## src/logic/bocu_map.vh

```
// Purpose: Constants for the bit-operation and compare unit
// Assumes: Included by bocu_core.v only
// Notes: Register offsets are byte addresses, word aligned, on classic Wishbone
`ifndef BOCU_MAP_VH
`define BOCU_MAP_VH
`define BOCU_OFF_CTRL 8'h00
`define BOCU_OFF_OPA 8'h04
`define BOCU_OFF_OPB 8'h08
`define BOCU_OFF_FLAGS 8'h0c
`define BOCU_OFF_SP 8'h10
`define BOCU_OFF_PC 8'h14
`define BOCU_OFF_RESULT 8'h18
`define BOCU_OFF_STATUS 8'h1c
`define BOCU_OFF_MEMADR 8'h20
`define BOCU_OFF_MEMDAT 8'h24
`define BOCU_OP_NOR 4'h0
`define BOCU_OP_INV 4'h1
`define BOCU_OP_NTST 4'h2
`define BOCU_OP_NXOR 4'h3
`define BOCU_OP_OR 4'h4
`define BOCU_OP_BRK 4'h5
`define BOCU_OP_SET 4'h6
`define BOCU_OP_TST 4'h7
`define BOCU_OP_TSTC 4'h8
`define BOCU_OP_TSTS 4'h9
`define BOCU_OP_XOR 4'h0a
`define BOCU_OP_CMP 4'h0b
`define BOCU_OP_CLR 4'h0c
`define BOCU_CTL_BYTE 8
`define BOCU_CTL_DST_AREG 9
`define BOCU_CTL_SRC_AREG 10
`define BOCU_CTL_SHORT 11
`define BOCU_CTL_TGT_C 12
`define BOCU_CTL_GO 31
`define BOCU_FLG_C 0
`define BOCU_FLG_D 1
`define BOCU_FLG_Z 2
`define BOCU_FLG_S 3
`define BOCU_FLG_B 4
`define BOCU_FLG_O 5
`define BOCU_FLG_I 6
`define BOCU_FLG_U 7
`define BOCU_BRK_VEC 20'hfffe4
`define BOCU_SP_STEP 16'h0002
`define BOCU_SB_BASE_W 11
`define BOCU_RST_FLAGS 16'h0000
`define BOCU_RST_SP 16'h0400
`define BOCU_RST_PC 20'h00000
`endif

```

## src/logic/bocu_core.v

```verilog
// Purpose: Single-bit ops, carry logic, break trap and compare for a 16-bit core
// Assumes: Classic Wishbone slave, one clock, synchronous active-high reset
// Notes: Stack pushes appear in a small internal memory; the break vector is only loaded into PC
`timescale 1ns/1ps
`include "bocu_map.vh"
// Behaviour
// [RULE1] Inverted-OR: carry becomes carry OR not source bit.
// [RULE2] Bit invert complements the addressed destination bit in place.
// [RULE3] Short form also accepts bit addressed by 11-bit base from static base.
// [RULE4] Inverted test loads zero and carry with the complemented source bit.
// [RULE5] Inverted-XOR: carry becomes carry XOR not source bit.
// [RULE6] Bit-OR: carry becomes carry OR source bit.
// [RULE7] Break: SP-2, push PC+1 high and flags, SP-2, push low, load vector.
// [RULE8] Break is taken regardless of interrupt enable or priority level.
// [RULE9] Break saves flags first, then clears U, I and D only.
// [RULE10] Bit set writes one into the destination bit.
// [RULE11] Bit test: zero gets not bit, carry gets the bit.
// [RULE12] Test-and-clear loads zero and carry, then writes zero.
// [RULE13] Test-and-set loads zero and carry, then writes one.
// [RULE14] Bit-XOR: carry becomes carry XOR source bit.
// [RULE15] Compare subtracts source from destination, changing only flags.
// [RULE16] Byte compare into address register zero-extends source to 16 bits.
// [RULE17] Address register as byte-compare source contributes its low 8 bits.
// [RULE18] Bit-writing ops leave flags alone unless carry is the target bit.
module bocu_core
(
  // Clock, reset, enable
  input wire i_mclk,
  input wire i_sys_rst,
  input wire i_ce,
  // Wishbone slave
  input wire i_wb_cyc,
  input wire i_wb_stb,
  input wire i_wb_we,
  input wire [7:0] i_wb_adr,
  input wire [3:0] i_wb_sel,
  input wire [31:0] i_wb_dat,
  output reg [31:0] o_wb_dat,
  output wire o_wb_ack,
  output wire o_wb_err,
  // Core-side status
  output wire [15:0] o_flags,
  output wire [15:0] o_sp,
  output wire [19:0] o_pc,
  output wire o_busy
);

localparam ST_IDLE = 3'd0;
localparam ST_PUSH1 = 3'd1;
localparam ST_PUSH2 = 3'd2;
localparam ST_VECT = 3'd3;
localparam ST_DONE = 3'd4;

// Control: [3:0] op, [7:4] bit, [8] byte size, [9] dest addr reg,
// [10] src addr reg, [11] short form, [12] target is carry, [31] go
reg [31:0] ctrl_ff;
reg [15:0] opa_ff;
reg [15:0] opb_ff;
reg [15:0] flags_ff;
reg [15:0] sp_ff;
reg [19:0] pc_ff;
reg [15:0] result_ff;
reg [10:0] sb_ff;
reg [2:0] state_ff;
reg ack_ff;
reg done_ff;
// Stack window indexed by sp[4:1]; not reset, undefined until pushed or written through MEMDAT
reg [15:0] mem_ff [0:15];
reg [3:0] madr_ff;

// Gating by ack_ff keeps a held strobe from being taken in two cycles in a row
wire wb_req = i_wb_cyc & i_wb_stb & ~ack_ff;
wire wb_wr = wb_req & i_wb_we;
wire [3:0] op = ctrl_ff[3:0];
wire [3:0] bsel = ctrl_ff[7:4];
wire is_byte = ctrl_ff[`BOCU_CTL_BYTE];
wire dst_areg = ctrl_ff[`BOCU_CTL_DST_AREG];
wire src_areg = ctrl_ff[`BOCU_CTL_SRC_AREG];
wire short_form = ctrl_ff[`BOCU_CTL_SHORT];
wire tgt_carry = ctrl_ff[`BOCU_CTL_TGT_C];
wire go = ctrl_ff[`BOCU_CTL_GO];
// Wraps within 11 bits, like the short-form base itself
wire [10:0] sb_bitadr = sb_ff + {7'h00, bsel}; // [RULE3]
wire bit_val = opa_ff[bsel];
wire cf = flags_ff[`BOCU_FLG_C];
wire [19:0] pc_next = pc_ff + 20'h00001;
reg adr_ok;
reg [31:0] rd_mux;

// Operand width handling for compare
wire [15:0] cmp_src = (is_byte & src_areg) ? {8'h00, opb_ff[7:0]} : opb_ff; // [RULE17]
wire wide = ~is_byte | dst_areg; // [RULE16]
// Byte into an address register: 16-bit compare against a zero-extended source
wire [15:0] cmp_s = is_byte ? {8'h00, cmp_src[7:0]} : cmp_src; // [RULE16]
wire [15:0] cmp_d = wide ? opa_ff : {8'h00, opa_ff[7:0]};
wire [16:0] diff = {1'b0, cmp_d} - {1'b0, cmp_s}; // [RULE15]
wire [15:0] dres = diff[15:0];
wire msb = wide ? dres[15] : dres[7];
wire zero = wide ? (dres == 16'h0000) : (dres[7:0] == 8'h00);
wire sd = wide ? cmp_d[15] : cmp_d[7];
wire ss = wide ? cmp_s[15] : cmp_s[7];
wire ovf = (sd ^ ss) & (sd ^ msb);
wire nob = ~diff[16];

reg [15:0] nxt_flags;
reg [15:0] nxt_opa;
always @*
begin
  nxt_flags = flags_ff;
  nxt_opa = opa_ff;
  case (op)
    `BOCU_OP_NOR: nxt_flags[`BOCU_FLG_C] = cf | ~bit_val; // [RULE1]
    `BOCU_OP_NXOR: nxt_flags[`BOCU_FLG_C] = cf ^ ~bit_val; // [RULE5]
    `BOCU_OP_OR: nxt_flags[`BOCU_FLG_C] = cf | bit_val; // [RULE6]
    `BOCU_OP_XOR: nxt_flags[`BOCU_FLG_C] = cf ^ bit_val; // [RULE14]
    `BOCU_OP_NTST:
    begin
      nxt_flags[`BOCU_FLG_Z] = ~bit_val; // [RULE4]
      nxt_flags[`BOCU_FLG_C] = ~bit_val; // [RULE4]
    end
    `BOCU_OP_TST:
    begin
      nxt_flags[`BOCU_FLG_Z] = ~bit_val; // [RULE11]
      nxt_flags[`BOCU_FLG_C] = bit_val; // [RULE11]
    end
    `BOCU_OP_TSTC:
    begin
      nxt_flags[`BOCU_FLG_Z] = ~bit_val; // [RULE12]
      nxt_flags[`BOCU_FLG_C] = bit_val;
      nxt_opa[bsel] = 1'b0; // [RULE12]
    end
    `BOCU_OP_TSTS:
    begin
      nxt_flags[`BOCU_FLG_Z] = ~bit_val; // [RULE13]
      nxt_flags[`BOCU_FLG_C] = bit_val;
      nxt_opa[bsel] = 1'b1; // [RULE13]
    end
    `BOCU_OP_INV:
    begin
      nxt_opa[bsel] = ~bit_val; // [RULE2]
      if (tgt_carry)
        nxt_flags[`BOCU_FLG_C] = ~cf; // [RULE18]
    end
    `BOCU_OP_SET:
    begin
      nxt_opa[bsel] = 1'b1; // [RULE10]
      if (tgt_carry)
        nxt_flags[`BOCU_FLG_C] = 1'b1; // [RULE18]
    end
    `BOCU_OP_CLR:
    begin
      nxt_opa[bsel] = 1'b0;
      if (tgt_carry)
        nxt_flags[`BOCU_FLG_C] = 1'b0; // [RULE18]
    end
    `BOCU_OP_CMP:
    begin
      nxt_flags[`BOCU_FLG_O] = ovf; // [RULE15]
      nxt_flags[`BOCU_FLG_S] = msb;
      nxt_flags[`BOCU_FLG_Z] = zero;
      // Carry set means no borrow: destination not below source
      nxt_flags[`BOCU_FLG_C] = nob;
    end
    default:
    begin
      nxt_flags = flags_ff;
      nxt_opa = opa_ff;
    end
  endcase
end

// Read mux and address decode
always @*
begin
  adr_ok = 1'b1;
  rd_mux = 32'h00000000;
  if (i_wb_adr == `BOCU_OFF_CTRL)
    rd_mux = ctrl_ff;
  else if (i_wb_adr == `BOCU_OFF_OPA)
    rd_mux = {16'h0000, opa_ff};
  else if (i_wb_adr == `BOCU_OFF_OPB)
    rd_mux = {5'h00, sb_ff, opb_ff};
  else if (i_wb_adr == `BOCU_OFF_FLAGS)
    rd_mux = {16'h0000, flags_ff};
  else if (i_wb_adr == `BOCU_OFF_SP)
    rd_mux = {16'h0000, sp_ff};
  else if (i_wb_adr == `BOCU_OFF_PC)
    rd_mux = {12'h000, pc_ff};
  else if (i_wb_adr == `BOCU_OFF_RESULT)
    rd_mux = {16'h0000, result_ff};
  else if (i_wb_adr == `BOCU_OFF_STATUS)
    rd_mux = {5'h00, sb_bitadr, 13'h0000, state_ff != ST_IDLE, done_ff, 1'b0};
  else if (i_wb_adr == `BOCU_OFF_MEMADR)
    rd_mux = {28'h0000000, madr_ff};
  else if (i_wb_adr == `BOCU_OFF_MEMDAT)
    rd_mux = {16'h0000, mem_ff[madr_ff]};
  else
    adr_ok = 1'b0;
end

// Unmapped offsets answer with err in place of ack
assign o_wb_ack = ack_ff & adr_ok;
assign o_wb_err = ack_ff & ~adr_ok;
assign o_flags = flags_ff;
assign o_sp = sp_ff;
assign o_pc = pc_ff;
assign o_busy = (state_ff != ST_IDLE);

always @(posedge i_mclk)
begin
  if (i_sys_rst)
  begin
    ctrl_ff <= 32'h00000000;
    opa_ff <= 16'h0000;
    opb_ff <= 16'h0000;
    sb_ff <= 11'h000;
    flags_ff <= `BOCU_RST_FLAGS;
    sp_ff <= `BOCU_RST_SP;
    pc_ff <= `BOCU_RST_PC;
    result_ff <= 16'h0000;
    state_ff <= ST_IDLE;
    ack_ff <= 1'b0;
    done_ff <= 1'b0;
    madr_ff <= 4'h0;
    o_wb_dat <= 32'h00000000;
  end
  else if (i_ce)
  begin
    ack_ff <= wb_req;
    // Read data captured at the taking edge so it stands with ack
    if (wb_req)
      o_wb_dat <= rd_mux;
    // A completion in the same cycle wins over this clear
    if (wb_wr && i_wb_adr == `BOCU_OFF_CTRL && i_wb_sel[0])
      done_ff <= 1'b0;
    // Writes during the trap are acked but dropped, keeping the pushed frame coherent
    if (wb_wr && state_ff == ST_IDLE)
    begin
      if (i_wb_adr == `BOCU_OFF_CTRL)
      begin
        if (i_wb_sel[0]) ctrl_ff[7:0] <= i_wb_dat[7:0];
        if (i_wb_sel[1]) ctrl_ff[15:8] <= i_wb_dat[15:8];
        if (i_wb_sel[3]) ctrl_ff[31] <= i_wb_dat[31];
      end
      else if (i_wb_adr == `BOCU_OFF_OPA)
      begin
        if (i_wb_sel[0]) opa_ff[7:0] <= i_wb_dat[7:0];
        if (i_wb_sel[1]) opa_ff[15:8] <= i_wb_dat[15:8];
      end
      else if (i_wb_adr == `BOCU_OFF_OPB)
      begin
        if (i_wb_sel[0]) opb_ff[7:0] <= i_wb_dat[7:0];
        if (i_wb_sel[1]) opb_ff[15:8] <= i_wb_dat[15:8];
        if (i_wb_sel[2]) sb_ff[7:0] <= i_wb_dat[23:16];
        if (i_wb_sel[3]) sb_ff[10:8] <= i_wb_dat[26:24];
      end
      else if (i_wb_adr == `BOCU_OFF_FLAGS)
      begin
        if (i_wb_sel[0]) flags_ff[7:0] <= i_wb_dat[7:0];
        if (i_wb_sel[1]) flags_ff[15:8] <= i_wb_dat[15:8];
      end
      else if (i_wb_adr == `BOCU_OFF_SP)
      begin
        if (i_wb_sel[0]) sp_ff[7:0] <= i_wb_dat[7:0];
        if (i_wb_sel[1]) sp_ff[15:8] <= i_wb_dat[15:8];
      end
      else if (i_wb_adr == `BOCU_OFF_PC)
      begin
        if (i_wb_sel[0]) pc_ff[7:0] <= i_wb_dat[7:0];
        if (i_wb_sel[1]) pc_ff[15:8] <= i_wb_dat[15:8];
        if (i_wb_sel[2]) pc_ff[19:16] <= i_wb_dat[19:16];
      end
      else if (i_wb_adr == `BOCU_OFF_MEMADR)
      begin
        if (i_wb_sel[0]) madr_ff <= i_wb_dat[3:0];
      end
      else if (i_wb_adr == `BOCU_OFF_MEMDAT)
      begin
        if (i_wb_sel[0]) mem_ff[madr_ff][7:0] <= i_wb_dat[7:0];
        if (i_wb_sel[1]) mem_ff[madr_ff][15:8] <= i_wb_dat[15:8];
      end
    end
    case (state_ff)
      ST_IDLE:
      begin
        if (go)
        begin
          // Go self-clears; a go written on this very edge is lost
          ctrl_ff[`BOCU_CTL_GO] <= 1'b0;
          if (op == `BOCU_OP_BRK)
          begin
            // No mask or priority check: break is nonmaskable
            sp_ff <= sp_ff - `BOCU_SP_STEP; // [RULE7] [RULE8]
            state_ff <= ST_PUSH1;
          end
          else
          begin
            flags_ff <= nxt_flags;
            // Compare leaves the destination untouched
            if (op != `BOCU_OP_CMP)
              opa_ff <= nxt_opa; // [RULE15]
            result_ff <= (op == `BOCU_OP_CMP) ? dres : (short_form ? {5'h00, sb_bitadr} : nxt_opa);
            done_ff <= 1'b1;
          end
        end
      end
      ST_PUSH1:
      begin
        // Flags stored before any of them change
        mem_ff[sp_ff[4:1]] <= {pc_next[19:16], 4'h0, flags_ff[7:0]}; // [RULE7] [RULE9]
        sp_ff <= sp_ff - `BOCU_SP_STEP; // [RULE7]
        state_ff <= ST_PUSH2;
      end
      ST_PUSH2:
      begin
        mem_ff[sp_ff[4:1]] <= pc_next[15:0]; // [RULE7]
        // Clears follow the first push, so the saved copy holds the old flags
        flags_ff[`BOCU_FLG_U] <= 1'b0; // [RULE9]
        flags_ff[`BOCU_FLG_I] <= 1'b0; // [RULE9]
        flags_ff[`BOCU_FLG_D] <= 1'b0; // [RULE9]
        state_ff <= ST_VECT;
      end
      ST_VECT:
      begin
        // Only the vector address is loaded; fetching through it is left to the core
        pc_ff <= `BOCU_BRK_VEC; // [RULE7]
        state_ff <= ST_DONE;
      end
      ST_DONE:
      begin
        // RESULT reports the final stack pointer
        result_ff <= sp_ff;
        done_ff <= 1'b1;
        state_ff <= ST_IDLE;
      end
      default:
        state_ff <= ST_IDLE;
    endcase
  end
end

endmodule

```

## config.mk

```make
export PLATFORM = sky130hd
export DESIGN_NAME = bocu_core
export DESIGN_NICKNAME = d
export VERILOG_FILES = /design/src/logic/bocu_core.v
export VERILOG_INCLUDE_DIRS = /design/src /design/src/logic
export SDC_FILE = /design/constraint.sdc
export NUM_CORES = 1
export LEC_CHECK = 0
export BUFFER_PORTS_ARGS = -buffer_cell sky130_fd_sc_hd__buf_2
export CAP_MARGIN = 10
export CORE_UTILIZATION = 35
export DETAILED_ROUTE_END_ITERATION = 7
export GPL_ROUTABILITY_DRIVEN = 0
export PLACE_DENSITY = 0.63
export SLEW_MARGIN = 5
export SYNTH_ARGS = -nofsm -noshare
export SYNTH_HDL_FRONTEND = slang
export SYNTH_SLANG_ARGS = --single-unit
```

## constraint.sdc

```tcl
create_clock -name i_mclk -period 3.3 [get_ports i_mclk]
set_input_delay 0.66 -clock i_mclk [delete_from_list [all_inputs] [get_ports i_mclk]]
set_output_delay 0.66 -clock i_mclk [all_outputs]
set_load 0.02 [all_outputs]
```

Word-level counts from Yosys, hierarchy flattened
Memory sizes are Yosys's and may differ from the RTL's. A register that Yosys moved wholly into a read port is not among the register bits.
Cells that the tools add are included.
Cells by class
  add/sub/neg operators: 4
  multiply operators: 0
  div/mod/pow operators: 0
  magnitude comparators: 2
  eq/ne operators: 41
  shift operators: 0
  multiplexer cells: 142
  bitwise gates (word level): 30
  reductions and logical operators: 38
Operators with widths (number)
  16-bit two-way mux: 33
  27-bit two-way mux: 7
  20-bit two-way mux: 8
  8-bit two-way mux: 9
  1-bit two-way mux: 64
  16-bit one-hot mux with 2 select lines: 2
  16-bit one-hot mux with 3 select lines: 1
  8-bit by 5-bit equality test with 1-bit output (second input constant): 4
  32-bit two-way mux: 1
  9-bit AND reduction: 3
  6-bit AND reduction: 4
  20-bit by 1-bit adder with 20-bit output (second input constant): 1
  4-bit equality test (second input constant): 5
  4-bit two-way mux: 5
  16-bit by 16-bit subtractor with 17-bit output: 1
  16-bit AND: 1
  16-bit bitwise mux: 1
  4-bit by 3-bit equality test with 1-bit output (second input constant): 4
  8-bit by 4-bit equality test with 1-bit output (second input constant): 2
  8-bit by 6-bit equality test with 1-bit output (second input constant): 2
  16-bit zero test: 1
  8-bit zero test: 2
  16-bit NOT: 1
  16-bit bitwise OR: 1
  other kinds (44): 94
Storage, ports and cells
  bits in registers: 169
  bits in latches: 0
  bits in writable memories: 256
  ROM bits: 0
  bits of input ports: 50
  output and inout bits: 87
  word-level logic and storage cells: 280
  memories kept: 1
Memories
  mem_ff: depth 16, width 16, rd ports 1, clocked after Yosys merged registers in 1, write ports 1, RTL line bocu_core.v:68  | reg [15:0] mem_ff [0:15];

Logic depth before layout (Yosys ltp)
  depth after elaboration: 14
  depth in mapped cells: 13
  depth with buffers taken out: 11

Least setup slack after synthesis
No wires, ideal clock.
  path kind: reg2reg
  from: register pc_ff[2], in the netlist o_pc[2]
  to: memory mem_ff[0][14], data pin
  arrival time: 2674 ps
  data required time: 2970 ps
  slack: 296 ps
  cell stages (with the launch flop): 10
  buffers on the path: 2
  period minus slack after synthesis: 3004 ps
  cells stage by stage: dfxtp_1 -> clkbuf_1 -> and3_1 -> and3_1 -> clkbuf_1 -> nand4_1 -> or3_1 -> xnor2_1 -> mux2i_1 -> o21ai_0
On the way
  cells in the longest elaborated chain, start to end: 3
Ends and longest elaborated chain
  start, declared: RTL line bocu_core.v:61  | reg [19:0] pc_ff;
  start signal, assigned: RTL line bocu_core.v:219  | pc_ff <= `BOCU_RST_PC;
  start signal, assigned: RTL line bocu_core.v:269  | if (i_wb_sel[0]) pc_ff[7:0] <= i_wb_dat[7:0];
  start signal, assigned: RTL line bocu_core.v:326  | pc_ff <= `BOCU_BRK_VEC;
  20-bit by 1-bit adder with 20-bit output: RTL line bocu_core.v:86  | wire [19:0] pc_next = pc_ff + 20'h00001;
  16-bit two-way mux (no source line) (2 in a row)
  end, declared: RTL line bocu_core.v:68
No other way between the ends.

Worst setup path in the final report
  from: register opb_ff[0]
  to: register result_ff[14]
On the way
  cells in the longest elaborated chain, start to end: 7
Ends and longest elaborated chain
  start, declared: RTL line bocu_core.v:58  | reg [15:0] opb_ff;
  start signal, assigned: RTL line bocu_core.v:252  | if (i_wb_sel[0]) opb_ff[7:0] <= i_wb_dat[7:0];
  16-bit two-way mux: RTL line bocu_core.v:91  | wire [15:0] cmp_src = (is_byte & src_areg) ? {8'h00, opb_ff[7:0]} : opb_ff;
  16-bit two-way mux: RTL line bocu_core.v:94  | wire [15:0] cmp_s = is_byte ? {8'h00, cmp_src[7:0]} : cmp_src;
  16-bit by 16-bit subtractor with 17-bit output: RTL line bocu_core.v:96  | wire [16:0] diff = {1'b0, cmp_d} - {1'b0, cmp_s};
  16-bit two-way mux: RTL line bocu_core.v:302  | result_ff <= (op == `BOCU_OP_CMP) ? dres : (short_form ? {5'h00, sb_bitadr} : nxt_opa);
  16-bit two-way mux: RTL line bocu_core.v:290  | if (op == `BOCU_OP_BRK)
  16-bit two-way mux: RTL line bocu_core.v:286  | if (go)
  16-bit one-hot mux with 2 select lines: RTL line bocu_core.v:283  | case (state_ff)
  end signal, assigned: RTL line bocu_core.v:302
  end signal, assigned: RTL line bocu_core.v:332  | result_ff <= sp_ff;
  end, declared: RTL line bocu_core.v:62  | reg [15:0] result_ff;
No other way between the ends. The select of a mux whose other input is x is not followed.
A chain may end at the register's enable or synchronous reset.

==> out/summary.txt <==
Asr flop ratio synth - 0
Failing checks - DRC
Period minus WS final - 3.16 ns
Hold_buf cts - 0
VDD IR max - 0.415 mV
Run status - finished, violations left
Routed vias - 17800
Clk_skew - 0.0316 ns
CP endpoint kind - register
Post-synthesis register bit count - 425
RSZ-0062 raised after global routing - no
Setup TNS Final - 0 ns
Crit-path slowest cell - fa_1
Final WL - 73.8 mm
Finished Layout Cells - 2970
Worst slew margin - 0.451
Final Hold Fails - 0
Layout filler cell count - 5715
Mapped cell area - 0.0214 sq mm
Hold Path Class - input port to register
GRT Overall Usage - 0.234
Worst slew pin tran - 0.824 ns
Final core utilization - 0.417
Max_cap viols - 0
Io pins - 137
1st-pass router iterations - 8
Core Footprint - 0.0604 sq mm
NumNets Final - 2227
Global-route wire length before repair - 110 mm
Root buf cell - clkbuf_16
Area added between synthesis and finish - 17.8%
Vias in the first global route - 17400
Via-to-Cell Ratio - 5.99
Tcrit/Tclk final - 0.958
Placed insts - 2887
CP arrival - 3.66 ns
PD cells - 446 mW/mm^2
Clock buffer count from CTS - 45
Total power - 11200 uW
Clock-pin slew on the worst setup and hold paths - 0.06 ns
Cells after synthesis - 1959
Final setup viols - 0
DRT antenna net count - 0
Diodes inserted - 0
Die area - 0.0621 sq mm
Initial Util - 0.354
Port bufs - 128
Kind of critical path - register to register
EDFF count, synth - 256
Fmax - 0.316 GHz
PnR worst setup slack - 0.138 ns
CTS tree - built
Delay-heaviest family, CP - compound AO/OA/AOI/OAI gates
DP Worst Slack - 0.144 ns
Chip width - 249 um
Layout cell share with drive strength beyond 1 - 0.215
CP peak stage delay - 0.48 ns
Most frequent cells in the layout - edfxtp_1, nor2_1, dfxtp_1, nand2_1, buf_4
Leakage power - 0.00867 uW
Crit-path cells - ha_1, inv_1, fa_1, a211oi_2, o21ai_1, a311o_1, and2_1, a41o_1, or3_1, a221oi_2
Clk sinks - 425
Die Y-Extent - 249 um
Worst skew pair latency - 0.61 ns
Number of library cell types mapped by synthesis - 103
Grt ovf - 0
Count of final max-slew check failures - 0
Post CTS Setup Buffer Count - 0
Commonest non-fill, non-tap cell in the layout - edfxtp_1
WP buf/inv - 1
Initial antenna violation count - 1
Top_reg_cell synth - edfxtp_1
YS warnings - 0
HPWL Detailed - 53.7 mm
Largest net degree at the start of global routing - 140
DRC - 1
First DRT Iteration DRCs - 1991
CP startpoint kind - register
Drt wl/cell - 24.8 um
CTS resizes - 0
CTS max path bufs - 3
Worst Path Required - 3.80 ns
Cell Rows - 90
Crit-path max FO - 3
Mean Syn Cell Area - 10.9 sq um
Sequential share of the synthesized area - 0.518
CTS H-tree depth - 2
==> report_power, final <==
| part | leakage, uW | switching [uW] | internal (uW) |
|---|---|---|---|
| logic | 0.00428 | 294 | 98.0 |
| clock network | 0.000731 | 2200 | 3000 |
| registers | 0.00366 | 15.4 | 5630 |
| total | 0.00867 | 2510 | 8730 |
==> Yosys cell counts (all sizes together), types with 6 or more instances <==
master / instances / area share
nor2: 246 / 0.045
dfxtp: 169 / 0.16
o221ai: 18 / 0.0074
xnor2: 26 / 0.011
nor3: 58 / 0.014
nor4: 12 / 0.0051
xor2: 9 / 0.0037
or3: 10 / 0.0029
a2bb2oi: 6 / 0.0025
and2: 16 / 0.0047
o22ai: 20 / 0.0061
a22oi: 18 / 0.0063
a221o: 8 / 0.0037
clkbuf: 102 / 0.018
and4: 6 / 0.0025
a311oi: 10 / 0.0041
edfxtp: 256 / 0.36
ha: 22 / 0.013
mux4: 82 / 0.087
mux2i: 50 / 0.024
a221oi: 16 / 0.0068
o31ai: 11 / 0.0041
and3: 19 / 0.0056
nor3b: 6 / 0.0021
a21o: 8 / 0.0028
a211oi: 46 / 0.016
nand4: 23 / 0.0067
nor2b: 16 / 0.0047
nand2: 156 / 0.027
inv: 44 / 0.0077
a21oi: 119 / 0.029
nand2b: 25 / 0.0073
a222oi: 6 / 0.0028
buf: 32 / 0.0086
a31oi: 17 / 0.0050
nand3: 51 / 0.012
o211ai: 12 / 0.0042
o21ai: 116 / 0.027
==> cell families (layout without fill, tap and decap cells) <==
group,Yosys count,in the layout,synth area share
fa+ha+maj,24,24,0.0148
simple gates,667,667,0.150
mux,137,137,0.114
flops,425,425,0.518
compound gates,491,491,0.155
xor+xnor,35,35,0.0143
other cells,1,4,0.000175
buf+inv,179,405,0.0345
==> layer usage <==
metal,track usage,share of wire,vias to the layer above
met1,0.279,0.37,8702
li1,-,-,7855
met5,0,0.00012,-
met2,0.383,0.47,972
met3,0.0554,0.090,253
met4,0.142,0.065,2
==> final timing paths <==
path                            start                         end  slack [ns]  cells after the start
max            opb_ff[0]$_SDFFE_PP0P_  result_ff[14]$_SDFFE_PP0P_        0.14                     10
min                      i_wb_dat[20]       sb_ff[4]$_SDFFE_PP0P_        0.29                      3
max reg2reg    opb_ff[0]$_SDFFE_PP0P_  result_ff[14]$_SDFFE_PP0P_        0.14                     10
min reg2reg  o_wb_dat[8]$_SDFFE_PP0P_    o_wb_dat[8]$_SDFFE_PP0P_        0.46                      2
==> registers in the layout, summed over array words and instances, names as in the netlist, named ones only <==
signal and count:
mem_ff 256, state_ff 3, o_pc 20, sb_ff 11, ctrl_ff 17, o_flags 16
opb_ff 16, o_wb_dat 28, done_ff 1, opa_ff 16, o_sp 16, ack_ff 1
madr_ff 4, result_ff 16
==> metrics by stage <==
stage          hold WS, ns  area [sq um]
2_1_floorplan        0.456         21400
6_report             0.287         25200
3_5_place_dp         0.458         23700
3_3_place_gp         0.452         23700
4_1_cts              0.287         25200
5_1_grt              0.285         25200
==> cell type report <==
| cell class | count | area [sq um] | share of cell area |
|---|---|---|---|
| Sequential cell | 425 | 11100 | 0.440 |
| Clock buffer | 62 | 1250 | 0.0497 |
| Tap cell | 782 | 978 | 0.0389 |
| Timing Repair Buffer | 278 | 1840 | 0.0733 |
| Clock inverter | 20 | 256 | 0.0102 |
| Inverter | 45 | 169 | 0.00671 |
| Multi-Input combinational cell | 1358 | 9600 | 0.381 |
==> tightest hold or removal path, cell delays in order <==
cell and delay, ns:
buf_2 0.07, mux2i_1 0.05, nor2_1 0.07
(Power assumes the default switching activity.)
